<file path="config.mk">
export PLATFORM = sky130hd
export DESIGN_NAME = reset_cause_and_undervoltage_logic
export DESIGN_NICKNAME = d
export VERILOG_FILES = /design/src/verilog/reset_cause_pkg.sv /design/src/verilog/level_sync.sv /design/src/verilog/reset_cause_and_undervoltage_logic.sv
export SDC_FILE = /design/constraint.sdc
export NUM_CORES = 1
export LEC_CHECK = 0
export BUFFER_PORTS_ARGS = -buffer_cell sky130_fd_sc_hd__buf_2
export CORE_AREA = 2 2 55 57
export CTS_BUF_LIST = sky130_fd_sc_hd__clkbuf_4 sky130_fd_sc_hd__clkbuf_8 sky130_fd_sc_hd__clkbuf_16
export DETAILED_ROUTE_END_ITERATION = 7
export DIE_AREA = 0 0 57 59
export PLACE_DENSITY_LB_ADDON = 0.12
export SLEW_MARGIN = 20
export SYNTH_ARGS = -nofsm -noshare
export SYNTH_HDL_FRONTEND = slang
export SYNTH_SLANG_ARGS = --single-unit
</file>
<file path="constraint.sdc">
create_clock -name clk -period 1.6 [get_ports clk]
set_clock_uncertainty 0.2 [all_clocks]
set_input_delay 0.08 -clock clk [delete_from_list [all_inputs] [get_ports clk]]
set_output_delay 0.08 -clock clk [all_outputs]
set_load 0.05 [all_outputs]
</file>
<file path="src/verilog/reset_cause_pkg.sv">
// Constants for reset cause and undervoltage logic
// Behaviour
// Cause register read-only, full byte reads
// Pin, power-on-clear, cause read clear register
// Bit 4 flags a watchdog reset
// Bit 0 flags an undervoltage reset
// Watchdog/undervoltage resets keep the other flag
// Default-start undervoltage reset clears both flags
// Hold reset until rise, reassert on fall
// Default start holds reset until level reached
// Reset mode: reset while supply below level
// Interrupt mode: request on both crossings
// Control bit 1 selects reset or interrupt
// Control bit 0 shows below-level flag
// Sixteen detection levels passed to comparator
// Software uses only full-byte reads of causes
// Control bit 7 enables the comparator
// Flag zero when above level or disabled
// Non-undervoltage resets clear enable and select
// Internal reset is OR of all requests
// Interrupt pulse only while detector enabled
package reset_cause_pkg;
  localparam logic [15:0] ADDR_CAUSE = 16'hffac;
  localparam logic [15:0] ADDR_CONTROL = 16'hffbe;
  localparam logic [15:0] ADDR_LEVEL = 16'hffbf;
  localparam int CAUSE_WATCHDOG_BIT = 4;
  localparam int CAUSE_UNDERVOLT_BIT = 0;
  localparam int CTRL_ENABLE_BIT = 7;
  localparam int CTRL_SELECT_BIT = 1;
  localparam int CTRL_FLAG_BIT = 0;
  localparam int LEVEL_WIDTH = 4;
  localparam logic [7:0] CAUSE_RESET = 8'h00;
  localparam logic [7:0] CONTROL_RESET = 8'h00;
  localparam logic [3:0] LEVEL_RESET = 4'h0;
  localparam logic [3:0] LEVEL_DEFAULT_START = 4'hf;
  localparam int SYNC_STAGES = 2;

  typedef enum logic [1:0] {
    PWR_OFF = 2'b00,
    PWR_DEFWAIT = 2'b01,
    PWR_ON = 2'b10
  } power_state_e;
endpackage
</file>
<file path="src/verilog/level_sync.sv">
// Two-stage synchroniser for asynchronous level inputs
`timescale 1ns/100ps
module level_sync #(
  parameter int WIDTH = 1,
  parameter logic [WIDTH-1:0] INIT = '0
) (
  input wire logic clk,
  input wire logic rst,
  input wire logic [WIDTH-1:0] din,
  output logic [WIDTH-1:0] dout
);
  logic [WIDTH-1:0] stage1;
  logic [WIDTH-1:0] stage2;

  always_ff @(posedge clk or posedge rst) begin
    if (rst) begin
      stage1 <= INIT;
      stage2 <= INIT;
    end else begin
      stage1 <= din;
      stage2 <= stage1;
    end
  end

  assign dout = stage2;
endmodule

</file>
<file path="src/verilog/reset_cause_and_undervoltage_logic.sv">
// Reset cause register, power sequencing and undervoltage detection
`timescale 1ns/100ps
module reset_cause_and_undervoltage_logic
  import reset_cause_pkg::*;
(
  input wire logic clk,
  input wire logic rst,
  input wire logic [15:0] addr,
  input wire logic rdEn,
  input wire logic wrEn,
  input wire logic [7:0] wdata,
  output logic [7:0] rdata,
  input wire logic resetPin_n,
  input wire logic powerAboveRise,
  input wire logic powerBelowFall,
  input wire logic watchdogResetReq,
  input wire logic undervoltageBelow,
  input wire logic undervoltageDefaultStart,
  output logic internalReset,
  output logic undervoltageInterruptRequest,
  output logic undervoltageComparatorEnable,
  output logic [LEVEL_WIDTH-1:0] undervoltageLevelSelect
);

  ////////////////////////////////////////////////////////////////////////////
  // Input synchronisation
  logic [3:0] syncIn;
  logic [3:0] syncOut;
  logic pinResetS;
  logic riseS;
  logic fallS;
  logic belowS;

  assign syncIn = {~resetPin_n, powerAboveRise, powerBelowFall, undervoltageBelow};

  level_sync #(.WIDTH(4), .INIT(4'b1010)) inSync (
    .clk(clk),
    .rst(rst),
    .din(syncIn),
    .dout(syncOut)
  );

  assign pinResetS = syncOut[3];
  assign riseS = syncOut[2];
  assign fallS = syncOut[1];
  assign belowS = syncOut[0];

  ////////////////////////////////////////////////////////////////////////////
  // State
  power_state_e powerState;
  power_state_e next_powerState;
  logic defaultStart;
  logic next_defaultStart;
  logic [7:0] causeFlags;
  logic [7:0] next_causeFlags;
  logic uvEnable;
  logic next_uvEnable;
  logic uvSelect;
  logic next_uvSelect;
  logic [LEVEL_WIDTH-1:0] uvLevel;
  logic [LEVEL_WIDTH-1:0] next_uvLevel;
  logic belowPrev;
  logic next_belowPrev;
  logic irqPulse;
  logic next_irqPulse;
  logic resetOut;
  logic next_resetOut;
  logic [7:0] readData;
  logic [7:0] next_readData;

  ////////////////////////////////////////////////////////////////////////////
  // Reset sources
  logic powerReset;
  logic defaultStartReset;
  logic uvModeReset;
  logic otherReset;
  logic uvFlag;
  logic readCause;
  logic defaultStartActive;

  always_comb begin
    powerReset = (powerState == PWR_OFF) | fallS;
    defaultStartReset = (powerState == PWR_DEFWAIT);
    defaultStartActive = defaultStart & (powerState != PWR_ON);
    uvModeReset = uvEnable & uvSelect & belowS;
    otherReset = pinResetS | powerReset | watchdogResetReq | defaultStartReset;
    uvFlag = uvEnable & belowS;
    readCause = rdEn & (addr == ADDR_CAUSE);
  end

  ////////////////////////////////////////////////////////////////////////////
  // Bus decode and read views
  logic writeAllowed;
  logic readControl;
  logic readLevel;
  logic writeControl;
  logic writeLevel;
  logic [7:0] causeView;
  logic [7:0] controlView;
  logic [7:0] levelView;

  always_comb begin
    writeAllowed = wrEn & ~resetOut & ~otherReset;
    readControl = rdEn & (addr == ADDR_CONTROL);
    readLevel = rdEn & (addr == ADDR_LEVEL);
    writeControl = writeAllowed & (addr == ADDR_CONTROL);
    writeLevel = writeAllowed & (addr == ADDR_LEVEL);
    causeView = 8'h00;
    causeView[CAUSE_WATCHDOG_BIT] = causeFlags[CAUSE_WATCHDOG_BIT];
    causeView[CAUSE_UNDERVOLT_BIT] = causeFlags[CAUSE_UNDERVOLT_BIT];
    controlView = 8'h00;
    controlView[CTRL_ENABLE_BIT] = uvEnable;
    controlView[CTRL_SELECT_BIT] = uvSelect;
    controlView[CTRL_FLAG_BIT] = uvFlag;
    levelView = 8'(uvLevel);
  end

  ////////////////////////////////////////////////////////////////////////////
  // Next-state logic
  always_comb begin
    next_powerState = powerState;
    next_defaultStart = defaultStart;
    next_causeFlags = causeFlags;
    next_uvEnable = uvEnable;
    next_uvSelect = uvSelect;
    next_uvLevel = uvLevel;
    next_readData = readData;
    next_belowPrev = belowS;
    next_irqPulse = 1'b0;

    unique case (powerState)
      PWR_OFF: begin
        next_defaultStart = undervoltageDefaultStart;
        if (riseS & ~fallS) begin
          next_powerState = defaultStart ? PWR_DEFWAIT : PWR_ON;
        end
      end
      PWR_DEFWAIT: begin
        if (fallS) begin
          next_powerState = PWR_OFF;
        end else if (~belowS & ~belowPrev) begin
          next_powerState = PWR_ON;
        end
      end
      PWR_ON: begin
        if (fallS) begin
          next_powerState = PWR_OFF;
        end
      end
      default: next_powerState = PWR_OFF;
    endcase

    // Read data and read-clear; hardware sets win over the clear
    if (readCause) begin
      next_readData = causeView;
      next_causeFlags = CAUSE_RESET;
    end else if (readControl) begin
      next_readData = controlView;
    end else if (readLevel) begin
      next_readData = levelView;
    end else if (rdEn) begin
      next_readData = 8'h00;
    end

    if (pinResetS | powerReset | defaultStartReset) begin
      next_causeFlags = CAUSE_RESET;
    end else begin
      if (watchdogResetReq) begin
        next_causeFlags[CAUSE_WATCHDOG_BIT] = 1'b1;
      end
      if (uvModeReset) begin
        next_causeFlags[CAUSE_UNDERVOLT_BIT] = 1'b1;
      end
    end

    // Control writes only outside reset; the flag bit is read-only
    if (otherReset) begin
      next_uvEnable = CONTROL_RESET[CTRL_ENABLE_BIT];
      next_uvSelect = CONTROL_RESET[CTRL_SELECT_BIT];
      next_uvLevel = LEVEL_RESET;
    end else if (writeControl) begin
      next_uvEnable = wdata[CTRL_ENABLE_BIT];
      next_uvSelect = wdata[CTRL_SELECT_BIT];
    end else if (writeLevel) begin
      next_uvLevel = wdata[LEVEL_WIDTH-1:0];
    end

    if (uvEnable & ~uvSelect & (belowS != belowPrev)) begin
      next_irqPulse = 1'b1;
    end

    next_resetOut = otherReset | uvModeReset;
  end

  ////////////////////////////////////////////////////////////////////////////
  // Registers
  always_ff @(posedge clk or posedge rst) begin
    if (rst) begin
      powerState <= PWR_OFF;
      defaultStart <= 1'b0;
      causeFlags <= CAUSE_RESET;
      uvEnable <= 1'b0;
      uvSelect <= 1'b0;
      uvLevel <= LEVEL_RESET;
      belowPrev <= 1'b0;
      irqPulse <= 1'b0;
      resetOut <= 1'b1;
      readData <= 8'h00;
    end else begin
      powerState <= next_powerState;
      defaultStart <= next_defaultStart;
      causeFlags <= next_causeFlags;
      uvEnable <= next_uvEnable;
      uvSelect <= next_uvSelect;
      uvLevel <= next_uvLevel;
      belowPrev <= next_belowPrev;
      irqPulse <= next_irqPulse;
      resetOut <= next_resetOut;
      readData <= next_readData;
    end
  end

  ////////////////////////////////////////////////////////////////////////////
  // Outputs
  assign rdata = readData;
  assign internalReset = resetOut;
  assign undervoltageInterruptRequest = irqPulse;
  assign undervoltageComparatorEnable = uvEnable | defaultStartActive;
  assign undervoltageLevelSelect = defaultStartActive ? LEVEL_DEFAULT_START : uvLevel;
endmodule

</file>
---- Word level (Yosys, flattened, before mapping) ----
Cells that the tools add are included.
Widths: inputs -> output; s select.
cells by class
  reductions and logical operators ........ 8
  bitwise gates (word level) .............. 29
  muxes and demuxes ....................... 24
  equal/unequal tests ..................... 11
operators by type and width
  kind                  number
  $eq 16x16->1 const B  3
  $mux 8                4
  $mux 4                4
  $and 1x1->1           15
  $mux 2                5
  $mux 1                9
  $not 1->1             7
  $or 1x1->1            7
  $pmux 2 s3            1
  $reduce_bool 3->1     2
  $mux 5                1
  $ne 2x1->1 const B    2
  $ne 2x2->1 const B    2
  $reduce_bool 2->1     2
  $reduce_bool 4->1     1
  $ne 3x1->1 const B    1
  $reduce_and 3->1      1
  $eq 2x1->1 const B    1
  $eq 2x2->1 const B    1
  $logic_not 2->1       1
  $reduce_and 2->1      1
  $ne 1x1->1            1
word-level totals
  logic and storage cells ................. 85
  output and inout bits ................... 15
  input bits .............................. 34
  register bits ........................... 30

---- Longest topological paths before layout ----
Gate-level depths: netlist of the first run.
  depth in word-level cells ............... 11
  mapped depth ............................ 5
  mapped depth without buffers ............ 4

---- Hierarchy ----
A second synthesis of the first run with hierarchy kept.
unflattened totals
  cells, all modules ...................... 115
  area total of the unflattened synthesis .. 1,280.0 um2
by module, submodules not included
  module                              cells each  sequential area each (um2)  area each (um2)  times used
  reset_cause_and_undervoltage_logic  106         501.7                       1,071.0          1
  level_sync                          9           205.2                       209.0            1

---- Worst setup path after synthesis of the first run ----
No wires, ideal clock.
  kind .................................... reg2reg
  start point ............................. register resetOut, in the netlist internalReset
  end point ............................... register uvLevel[0]
  period minus slack after synthesis ...... 1.545 ns
  arrival ................................. 1.221 ns
  stages on the path, launching flop included .. 5
  library setup time ...................... 0.125 ns
  path slack .............................. 0.055 ns
  required time ........................... 1.275 ns
  buffers on the path ..................... 0
  cell sequence ........................... dfstp_2 -> nand2b_1 -> nor4_1 -> nand3_2 -> mux2i_1
between the ends
  word-level cells in the longest chain between the ends .. 6
  elaborated cells on any way between the ends .. 8
  classes of those cells .................. 1 x eq/ne; 5 x bitwise; 2 x reduce/logical
ends and longest elaborated chain
  what                                                                     line                                                                                  text
  start: declaration                                                       reset_cause_and_undervoltage_logic.sv:66                                              logic resetOut;
  start signal: assignment                                                 reset_cause_and_undervoltage_logic.sv:218                                             resetOut <= next_resetOut;
  $not 1->1 (*)                                                            reset_cause_and_undervoltage_logic.sv:103                                             writeAllowed = wrEn & ~resetOut & ~otherReset;
  $and 1x1->1 (*) (2 in a row)                                             reset_cause_and_undervoltage_logic.sv:103
  $and 1x1->1, on equally long branches                                    reset_cause_and_undervoltage_logic.sv:106, reset_cause_and_undervoltage_logic.sv:107
  $ne 2x2->1 (no source line) / $reduce_bool 2->1 (equally long branches)  --
  $reduce_and 2->1 (no source line) (*)                                    --
  end signal: assignment                                                   reset_cause_and_undervoltage_logic.sv:215                                             uvLevel <= next_uvLevel;
  end: declaration                                                         reset_cause_and_undervoltage_logic.sv:60                                              logic [LEVEL_WIDTH-1:0] uvLevel;
Mark *: on every way between the ends. The rest lies on a longest branch, timed or not.
A chain may end at the register's enable or synchronous reset.

---- Final worst setup path of the first run ----
  start point ............................. register powerState[0]
  end point ............................... output port undervoltageLevelSelect[0]
between the ends
  word-level cells in the longest chain between the ends .. 3
ends and longest elaborated chain
  what                      line                                       text
  start: declaration        reset_cause_and_undervoltage_logic.sv:50   power_state_e powerState;
  start signal: assignment  reset_cause_and_undervoltage_logic.sv:210  powerState <= next_powerState;
  $ne 2x2->1                reset_cause_and_undervoltage_logic.sv:84   defaultStartActive = defaultStart & (powerState != PWR_ON);
  $and 1x1->1               reset_cause_and_undervoltage_logic.sv:84
  $mux 4                    reset_cause_and_undervoltage_logic.sv:229  assign undervoltageLevelSelect = defaultStartActive ? LEVEL_DEFAULT_START : uvLevel;
  end: declaration          reset_cause_and_undervoltage_logic.sv:22   output logic [LEVEL_WIDTH-1:0] undervoltageLevelSelect
Every way passes these cells.

==> impl_metrics.yaml, run 1 <==
min_path:
  holdPathEnd: "rdata[0]$_DFFE_PP0P_"
  hold_path_class: "in -> reg"
  hold_start: "rdEn"
  holdPathStages: 2
cells_and_area:
  nets: 217
  fillCellCount: 240
  syn2layout_area_growth_pct: 42.9
  diodes: 0
  final_core_util_pct: 64.8
  drive_gt1_share_pct: 39.2
  mostFrequentLayoutCell: "buf_2"
  final_cell_mix: "38 x buf_2, 22 x dfrtp_1, 19 x nand2_1"
  post-route-cell-area_um2: 1760
timing:
  hold_ws_ps: -257
  grt_setup_unrepaired: "yes"
  fin_crit_sh_pct: 98.7
  fmax_ghz: 0.633
  finalCriticalPeriod_ps: 1580
  slew_violations: 0
  hold_viol: 3
  setup_ws_ps: 20.1
  setup_viol: 0
detailed_routing:
  wire_per_inst_um: 12.2
  num_vias: 1029
  antenna_left: 0
  drc: 0
  drt_iter0_markers: 23
  via_per_inst: 4.85
  drt_pass1_iterations: 4
  wirelength_um: 2590
pwr:
  netSwitchingPower_mw: 0.437
  swShare_pct: 29.8
  power_frac_seq_pct: 51.7
  p_total_mw: 1.47
  clkPwrFrac_pct: 23.2
  cellPowerDensity_nw_per_um2: 836
  vdd_ir_drop_max_mv: 0.680
  p_leak_nw: 0.888
  p_comb_share_pct: 25.1
  p_int_mw: 1.03
status:
  outcome: "complete, but fails checks"
  failed_checks: "hold timing"
worst_setup_path:
  r2r_setup_slack_ps: 100
  arrival_ps: 1300
  crit_path_end_kind: "primary output"
  critical_path_class: "reg -> out"
  cp.required_ps: 1320
  reg2reg_to: "uvSelect$_DFFE_PP0P_"
  r2r_cells: 5
  r2r_start: "powerState[1]$_DFFE_PP0P_"
  start_kind: "register"
  crit_fanout: 5
floorplanning:
  dieHeight_um: 59
  ios: 49
  dieArea_um2: 3360
  die_w_um: 57
  rows: 19
  coreArea_um2: 2710
  start_util_pct: 45.3
cts:
  clk_path_buf_depth: 2
  clock_sinks: 28
  worstSkewPairLatency_ps: 320
  clock_tree.root_cell: "clkbuf_4"
  cts_inserted_buffers: 3
  cts_hold_buf: 17
  cts_tree: "yes"
  htreeDepth: 1
  path_clk_slew_ps: 140
synth:
  yosysTopAreaCellShare_pct: 46.8
  synth_top_cell_by_area: "dfrtp_1"
  yosys_warnings: 0
  synth.distinct_cells: 32
  synth_area_um2: 1230
  syn_area_per_cell_um2: 10.8
  seq_area_frac_synth_pct: 57.5
  synthTopCellsByArea: "dfrtp_1 47%, dfstp_2 11%, nand2_1 5.8%, mux2i_1 4.9%, nand2b_1 3.6%"
  synth-seq-cells: 28
  synthCells: 114
grt:
  grt_pass1_vias: 1007
  grt_max_degree: 29
  antenna_found_initial: 0
  overflow: 0
  grt_pass1_wl_um: 4280
  grt.total_usage_pct: 16.6
place:
  io_buffers: 43
  dpl.hpwl_um: 1960
  preCtsSetupSlack_ps: -25.3
  placed_cell_area_um2: 1490
  gp_congestion: 0.735
job:
  cap_violations: 0
-- per-layer routing --
metal | wire (um) | GRT usage (%) | share of wire, %
met5 | 0 | 0 | 0
met1 | 1190 | 21.2 | 46
met2 | 1300 | 28.6 | 50
met4 | 10 | 6.31 | 0.39
met3 | 97 | 2.62 | 3.7
-- registers in the layout (all words and copies together) (netlist names), 2 cells and up --
name and flops:
rdata 6, causeFlags 2, inSync.dout 4, powerState 2, inSync.stage1 4, uvLevel 4
-- critical path, cell delays in order, from the launching register on --
cell and delay, ps:
dfrtp_2 470, o21ai_4 230, nand2b_1 110, buf_6 160
-- Yosys cell counts --
cell,number
dfrtp_1,23
nand2_1,19
inv_1,10
nand2b_1,7
mux2i_1,6
dfstp_2,5
nor2_1,5
a21oi_1,3
buf_4,3
nand4_1,3
nor3_1,3
o21ai_0,3
a22o_1,2
mux2_2,2
nand3_1,2
o2bb2ai_1,2
a22o_2,1
a22oi_1,1
a31oi_1,1
and2b_1,1
conb_1,1
ha_1,1
inv_2,1
nand3_2,1
nand3b_1,1
nand3b_2,1
nor3_2,1
nor3b_2,1
nor4_1,1
o32ai_1,1
or4_1,1
or4_4,1
-- per-stage QoR --
step	std cells	TNS, ps
6_report	212	0
5_1_grt	212	-227
4_1_cts	211	0
3_5_place_dp	190	-80.1
3_3_place_gp	190	0
2_1_floorplan	115	0
-- cells by family after synthesis --
logic type,Yosys count,share of synthesized area (%)
AO/OA/AOI/OAI,14,7.94
flip-flops,28,57.5
multiplexers,8,6.72
other,1,0.305
buffers and inverters,14,5.19
adder cells (fa/ha/maj),1,1.02
AND/OR/NAND/NOR,48,21.3
-- final cells by class --
class                   instances  area, um^2  area share, %
flip-flops and latches         28         708           40.3
inverters                      11        41.3           2.35
clock buffers                   4        36.3           2.07
repair buffers                 65         454           25.9
well taps                      31        38.8           2.21
multi-input cells              73         477           27.2
-- repair_timing --
item                                    CTS  global route
endpoints found under the hold margin    48             3
endpoints found under the setup margin    5            12
buffers inserted                          0             1
pin swaps                                 1             2
gates resized for setup                  14             5
-- worst max-delay path by stage --
stage / start / endpoint / cells after the start
after floorplan: internalReset$_DFF_PP1_ / uvLevel[0]$_DFFE_PP0P_ / 4
after global placement: powerState[1]$_DFFE_PP0P_ / undervoltageComparatorEnable / 4
after detailed placement: powerState[1]$_DFFE_PP0P_ / undervoltageLevelSelect[1] / 4
after CTS: powerState[1]$_DFFE_PP0P_ / undervoltageLevelSelect[1] / 4
after global routing: powerState[0]$_DFFE_PP0P_ / undervoltageLevelSelect[0] / 3
final: powerState[0]$_DFFE_PP0P_ / undervoltageLevelSelect[0] / 3
-- power groups by stage --
stage / Clock [mW] / Combinational (mW) / Sequential [mW]
6_report: 0.340 / 0.368 / 0.758
5_1_grt: 0.371 / 0.394 / 0.762
4_1_cts: 0.349 / 0.365 / 0.758
3_5_place_dp: 0 / 0.283 / 0.766
3_3_place_gp: 0 / 0.277 / 0.764
2_1_floorplan: 0 / 0.197 / 0.763
(Power assumes the default switching activity.)
==> run 2: changes to the inputs <==
- GPL_TIMING_DRIVEN: not set -> 0
- clock period: 1.6 -> 1.75 ns (I/O delays scaled with it)
==> impl_metrics.yaml, run 2 (same netlist as run 1, synthesis figures left out) <==
status:
  outcome: "finished clean"
cells_and_area:
  regArea_um2: 707
  largest_reg_flops: 6
  diodes: 0
  final_core_util_pct: 66.8
  multi_input_area_um2: 502
  nets: 223
  final_cell_mix: "43 x buf_2, 24 x dlygate4sd3_1, 23 x dfrtp_1"
  fillCellCount: 217
  post-route-cell-area_um2: 1810
  syn2layout_area_growth_pct: 47.4
  mostFrequentLayoutCell: "buf_2"
  drive_gt1_share_pct: 37.4
floorplanning:
  dieHeight_um: 59
  rows: 19
  start_util_pct: 45.3
  die_w_um: 57
  ios: 49
  coreArea_um2: 2710
  dieArea_um2: 3360
worst_setup_path:
  crit_path_end_kind: "register"
  r2r_cells: 5
  start_kind: "input pin"
  slowest_delay_ps: 610
  cp.required_ps: 1790
  crit_slowest_cell: "dlygate4sd3_1"
  reg2reg_to: "uvLevel[1]$_DFFE_PP0P_"
  arrival_ps: 1730
  r2r_setup_slack_ps: 90
  crit_fanout: 5
  r2r_start: "powerState[1]$_DFFE_PP0P_"
  critical_path_class: "in -> reg"
  crit_chain: "dlygate4sd3_1, buf_2, nand3b_2, dlygate4sd3_1, o32ai_2"
  cpMostUsedCell: "dlygate4sd3_1"
job:
  cap_violations: 0
grt:
  grt.total_usage_pct: 19.8
  grt_pass1_wl_um: 5090
  grt_pass1_vias: 1131
  overflow: 0
  antenna_found_initial: 0
  grt_max_degree: 29
min_path:
  holdPathEnd: "uvSelect$_DFFE_PP0P_"
  holdPathStages: 5
  hold_path_class: "in -> reg"
  hold_start: "wrEn"
pwr:
  p_total_mw: 1.32
  vdd_ir_drop_max_mv: 0.637
  cellPowerDensity_nw_per_um2: 728
  p_leak_nw: 0.919
timing:
  hold_ws_ps: 40.2
  fin_crit_sh_pct: 96.9
  fmax_ghz: 0.590
  slew_headroom_pct: 61.6
  hold_viol: 0
  setup_viol: 0
  worstMarginPinSlew_ps: 575
  slew_violations: 0
  setup_ws_ps: 53.8
  finalCriticalPeriod_ps: 1700
place:
  dpl.hpwl_um: 1870
  placed_cell_area_um2: 1490
  gp_congestion: 0.728
  io_buffers: 43
  preCtsSetupSlack_ps: 20.1
cts:
  htreeDepth: 1
  cts_inserted_buffers: 3
  clock_tree.root_cell: "clkbuf_4"
  cts_tree: "yes"
  clock_sinks: 28
  path_clk_slew_ps: 140
  worstSkewPairLatency_ps: 320
  clk_path_buf_depth: 2
detailed_routing:
  via_per_inst: 5.05
  num_vias: 1100
  antenna_left: 0
  drt_iter0_markers: 19
  wire_per_inst_um: 13.9
  wirelength_um: 3040
  drt_pass1_iterations: 4
  drc: 0
run 2: cell types whose count changed in the layout (fill, tap and decap cells not counted), moves of 2 or more:
cell	delta
buf_2	+5
dlygate4sd3_1	+7
buf_6	-5
o21ai_0	+2
o21ai_1	-2
run 2: per-layer routing:
| metal | vias to the layer above | global-route usage [%] | part of all wire [%] |
|---|---|---|---|
| met1 | 516 | 24.3 | 41 |
| met3 | 12 | 2.84 | 5.4 |
| met4 | 0 | 10.6 | 3.7 |
| li1 | 529 | - | - |
| met5 | - | 0 | 0 |
| met2 | 43 | 34.2 | 50 |
run 2: cell type report:
class	instances	area share (%)
Sequential cell	28	39.0
Multi-Input combinational cell	73	27.7
Timing Repair Buffer	68	25.6
Inverter	11	2.28
Tap cell	31	2.14
Clock buffer	4	2.00
Buffer	3	1.24
run 2: where the power goes:
part           switching, mW  internal, mW
clock network          0.182         0.127
logic                  0.195         0.119
registers             0.0210         0.673
total                  0.399         0.919
run 2: worst max-delay path by stage:
stage / end / slack (ps) / startpoint
CTS: undervoltageComparatorEnable / 10 / powerState[1]$_DFFE_PP0P_
detailed placement: uvLevel[1]$_DFFE_PP0P_ / 20 / powerState[1]$_DFFE_PP0P_
finish: rdata[0]$_DFFE_PP0P_ / 50 / addr[7]
floorplan: uvLevel[0]$_DFFE_PP0P_ / 200 / internalReset$_DFF_PP1_
global route: rdata[0]$_DFFE_PP0P_ / -5 / addr[7]
global placement: uvLevel[2]$_DFFE_PP0P_ / 60 / powerState[1]$_DFFE_PP0P_
run 2: critical path: cells and delay by family:
family	cells	cell delay [ps]
buffers and inverters	3	1250
AO/OA/AOI/OAI	1	250
AND/OR/NAND/NOR	1	140
run 2: per-stage QoR:
stage          cells  setup TNS, ps
2_1_floorplan    115              0
3_3_place_gp     189              0
3_5_place_dp     189              0
4_1_cts          217              0
5_1_grt          218          -4.95
6_report         218              0
run 2: what timing repair did:
| action | in CTS | in global routing |
|---|---|---|
| endpoints found under the hold margin | 41 | 0 |
| hold buffers | 24 | 0 |
| gates resized for setup | 3 | 5 |
| setup endpoints to repair | 6 | 15 |
| setup buffers | 0 | 1 |
| pin swaps | 0 | 3 |
==> run 3: changes to the inputs <==
--- a/config.mk
+++ b/config.mk
@@ -6,11 +6,12 @@
 export NUM_CORES = 1
 export LEC_CHECK = 0
+export ABC_AREA = 1
 export BUFFER_PORTS_ARGS = -buffer_cell sky130_fd_sc_hd__buf_2
-export CORE_AREA = 2 2 55 57
+export CORE_AREA = 2 2 56 58
 export CTS_BUF_LIST = sky130_fd_sc_hd__clkbuf_4 sky130_fd_sc_hd__clkbuf_8 sky130_fd_sc_hd__clkbuf_16
 export DETAILED_ROUTE_END_ITERATION = 7
-export DIE_AREA = 0 0 57 59
+export DIE_AREA = 0 0 58 60
 export GPL_TIMING_DRIVEN = 0
-export PLACE_DENSITY_LB_ADDON = 0.12
+export PLACE_DENSITY = 0.77
 export SLEW_MARGIN = 20
 export SYNTH_ARGS = -nofsm -noshare
==> constraint.sdc (replaced) <==
create_clock -name clk -period 1.75 [get_ports clk]
set_clock_uncertainty 0.2 [all_clocks]
set_input_delay 0.175 -clock clk [delete_from_list [all_inputs] [get_ports clk]]
set_output_delay 0.175 -clock clk [all_outputs]
set_load 0.05 [all_outputs]
==> impl_metrics.yaml, run 3 <==
synth:
  yosysTopAreaCellShare_pct: 43.2
  seq_area_frac_synth_pct: 53.0
  ys_dominant_reg_cell: "dfrtp_1"
  ys_async_sr_fraction_pct: 100
  synthCells: 160
  syn_area_per_cell_um2: 8.34
  synth.distinct_cells: 21
  synth_edf_count: 0
  synth-seq-cells: 28
  yosys_warnings: 0
  synth.most_common_cell: "nand2_1"
  synth_area_um2: 1330
  synth_top_cell_by_area: "dfrtp_1"
  synthTopCellsByCount: "46 x nand2_1, 26 x inv_1, 23 x dfrtp_1, 17 x nand3_1, 14 x nor2_1"
  synthTopCellsByArea: "dfrtp_1 43%, nand2_1 13%, dfstp_2 9.8%, inv_1 7.3%, nand3_1 6.4%"
cts:
  cts_tree: "yes"
  worstSkewPairLatency_ps: 310
  post_cts_buffers: 0
  cts_inserted_buffers: 3
  clock_tree.root_cell: "clkbuf_4"
  path_clk_slew_ps: 140
  htreeDepth: 1
  clock_sinks: 28
  clk_path_buf_depth: 2
worst_setup_path:
  reg2reg_to: "uvSelect$_DFFE_PP0P_"
  cp.required_ps: 1370
  r2r_setup_slack_ps: 280
  start_kind: "register"
  crit_path_end_kind: "primary output"
  crit_fanout: 5
  crit_path_start: "powerState[1]$_DFFE_PP0P_"
  critical_path_class: "reg -> out"
  endpoint: "undervoltageLevelSelect[1]"
  arrival_ps: 1280
  r2r_cells: 7
  r2r_start: "powerState[1]$_DFFE_PP0P_"
detailed_routing:
  wire_per_inst_um: 10.5
  drt_iter0_markers: 53
  via_per_inst: 4.61
  drc: 0
  wirelength_um: 2640
  antenna_left: 0
  drt_pass1_iterations: 4
  num_vias: 1161
timing:
  fmax_ghz: 0.603
  worstMarginPinSlew_ps: 547
  fin_crit_sh_pct: 94.7
  slew_headroom_pct: 63.5
  setup_viol: 0
  slew_violations: 0
  hold_viol: 0
  finalCriticalPeriod_ps: 1660
  setup_ws_ps: 92.4
floorplanning:
  dieHeight_um: 60
  die_w_um: 58
  start_util_pct: 45.9
  dieArea_um2: 3480
  coreArea_um2: 2900
  ios: 49
  rows: 20
cells_and_area:
  largest_reg_flops: 6
  final_core_util_pct: 61.3
  final_cell_mix: "46 x nand2_1, 41 x buf_2, 25 x inv_1"
  mostFrequentLayoutCell: "nand2_1"
  syn2layout_area_growth_pct: 33.5
  layout.cells.non_filler: 252
  fillCellCount: 257
  nets: 255
  drive_gt1_share_pct: 29.7
  diodes: 0
place:
  dpl.hpwl_um: 1980
  preCtsSetupSlack_ps: 155
  gp_congestion: 0.852
  io_buffers: 42
  dp.cells: 236
grt:
  overflow: 0
  grt_pass1_vias: 1139
  grt_pass1_wl_um: 4620
  grt.total_usage_pct: 17.6
  antenna_found_initial: 0
  grt_max_degree: 29
pwr:
  cellPowerDensity_nw_per_um2: 1030
  p_leak_nw: 1.02
  vdd_ir_drop_max_mv: 0.742
job:
  cap_violations: 0
min_path:
  hold_path_class: "in -> reg"
status:
  outcome: "finished clean"
==> run 3: worst min-delay path by stage <==
stage | cells past startpoint | end | start | slack, ps
after floorplan | 0 | inSync.stage1[1]$_DFF_PP1_ | powerBelowFall | -20
after global placement | 1 | inSync.stage1[1]$_DFF_PP1_ | powerBelowFall | 80
after detailed placement | 1 | inSync.stage1[0]$_DFF_PP0_ | undervoltageBelow | 80
after CTS | 3 | rdata[7]$_DFFE_PP0P_ | rdEn | 20
after global routing | 5 | rdata[1]$_DFFE_PP0P_ | addr[7] | 60
final | 3 | rdata[7]$_DFFE_PP0P_ | rdEn | 40
==> run 3: layout make-up <==
class / count / area, um^2 / share of cell area, %
flip-flops and latches: 28 / 708 / 39.8
inverters: 27 / 101 / 5.69
repair buffers: 54 / 337 / 18.9
clock inverters: 1 / 30.0 / 1.69
well taps: 33 / 41.3 / 2.32
plain buffers: 3 / 18.8 / 1.05
clock buffers: 3 / 22.5 / 1.26
multi-input cells: 103 / 522 / 29.3
==> run 3: through the flow <==
| step | power [mW] | setup TNS [ps] | hold WS (ps) | instance area (um^2) |
|---|---|---|---|---|
| finish | 1.83 | 0 | 37.2 | 1780 |
| global route | 1.93 | -4.74 | 58.7 | 1780 |
| global placement | 1.34 | 0 | 80.7 | 1590 |
| CTS | 1.80 | 0 | 23.8 | 1770 |
| floorplan | 1.20 | 0 | -20.5 | 1340 |
| detailed placement | 1.35 | 0 | 84.7 | 1590 |
==> run 3: kinds of logic (layout without fill, tap and decap cells) <==
group | count (synthesis) | in the layout | share of synthesized area [%]
AO/OA/AOI/OAI | 9 | 9 | 3.66
buffers and inverters | 30 | 88 | 9.00
adder cells (fa/ha/maj) | 1 | 1 | 0.938
flip-flops | 28 | 28 | 53.0
other | 1 | 2 | 0.281
AND/OR/NAND/NOR | 91 | 91 | 33.1
==> run 3: per-layer routing <==
| layer | up-vias | track usage (%) | part of all wire, % |
|---|---|---|---|
| met5 | - | 0 | 0 |
| met4 | 0 | 5.65 | 1.1 |
| met3 | 4 | 3.25 | 3.9 |
| met2 | 24 | 31.8 | 52 |
| met1 | 522 | 21.2 | 43 |
| li1 | 611 | - | - |
==> run 3: where the power goes <==
group / internal [mW] / switching, mW / total, mW
sequential: 0.701 / 0.0485 / 0.749
clock: 0.231 / 0.179 / 0.411
combinational: 0.189 / 0.479 / 0.668
==> run 3: timing repair <==
item,in CTS,in global routing
gates resized for setup,2,5
pin swaps,0,1
hold buffers,12,0
endpoints found under the setup margin,5,5
cloned,0,0
hold endpoints to repair,35,0
==> run 3: critical path: stages, from the launching register on <==
cell and delay (ps):
dfrtp_1 420, inv_2 130, o21ai_4 100, nand2_1 60, buf_2 260
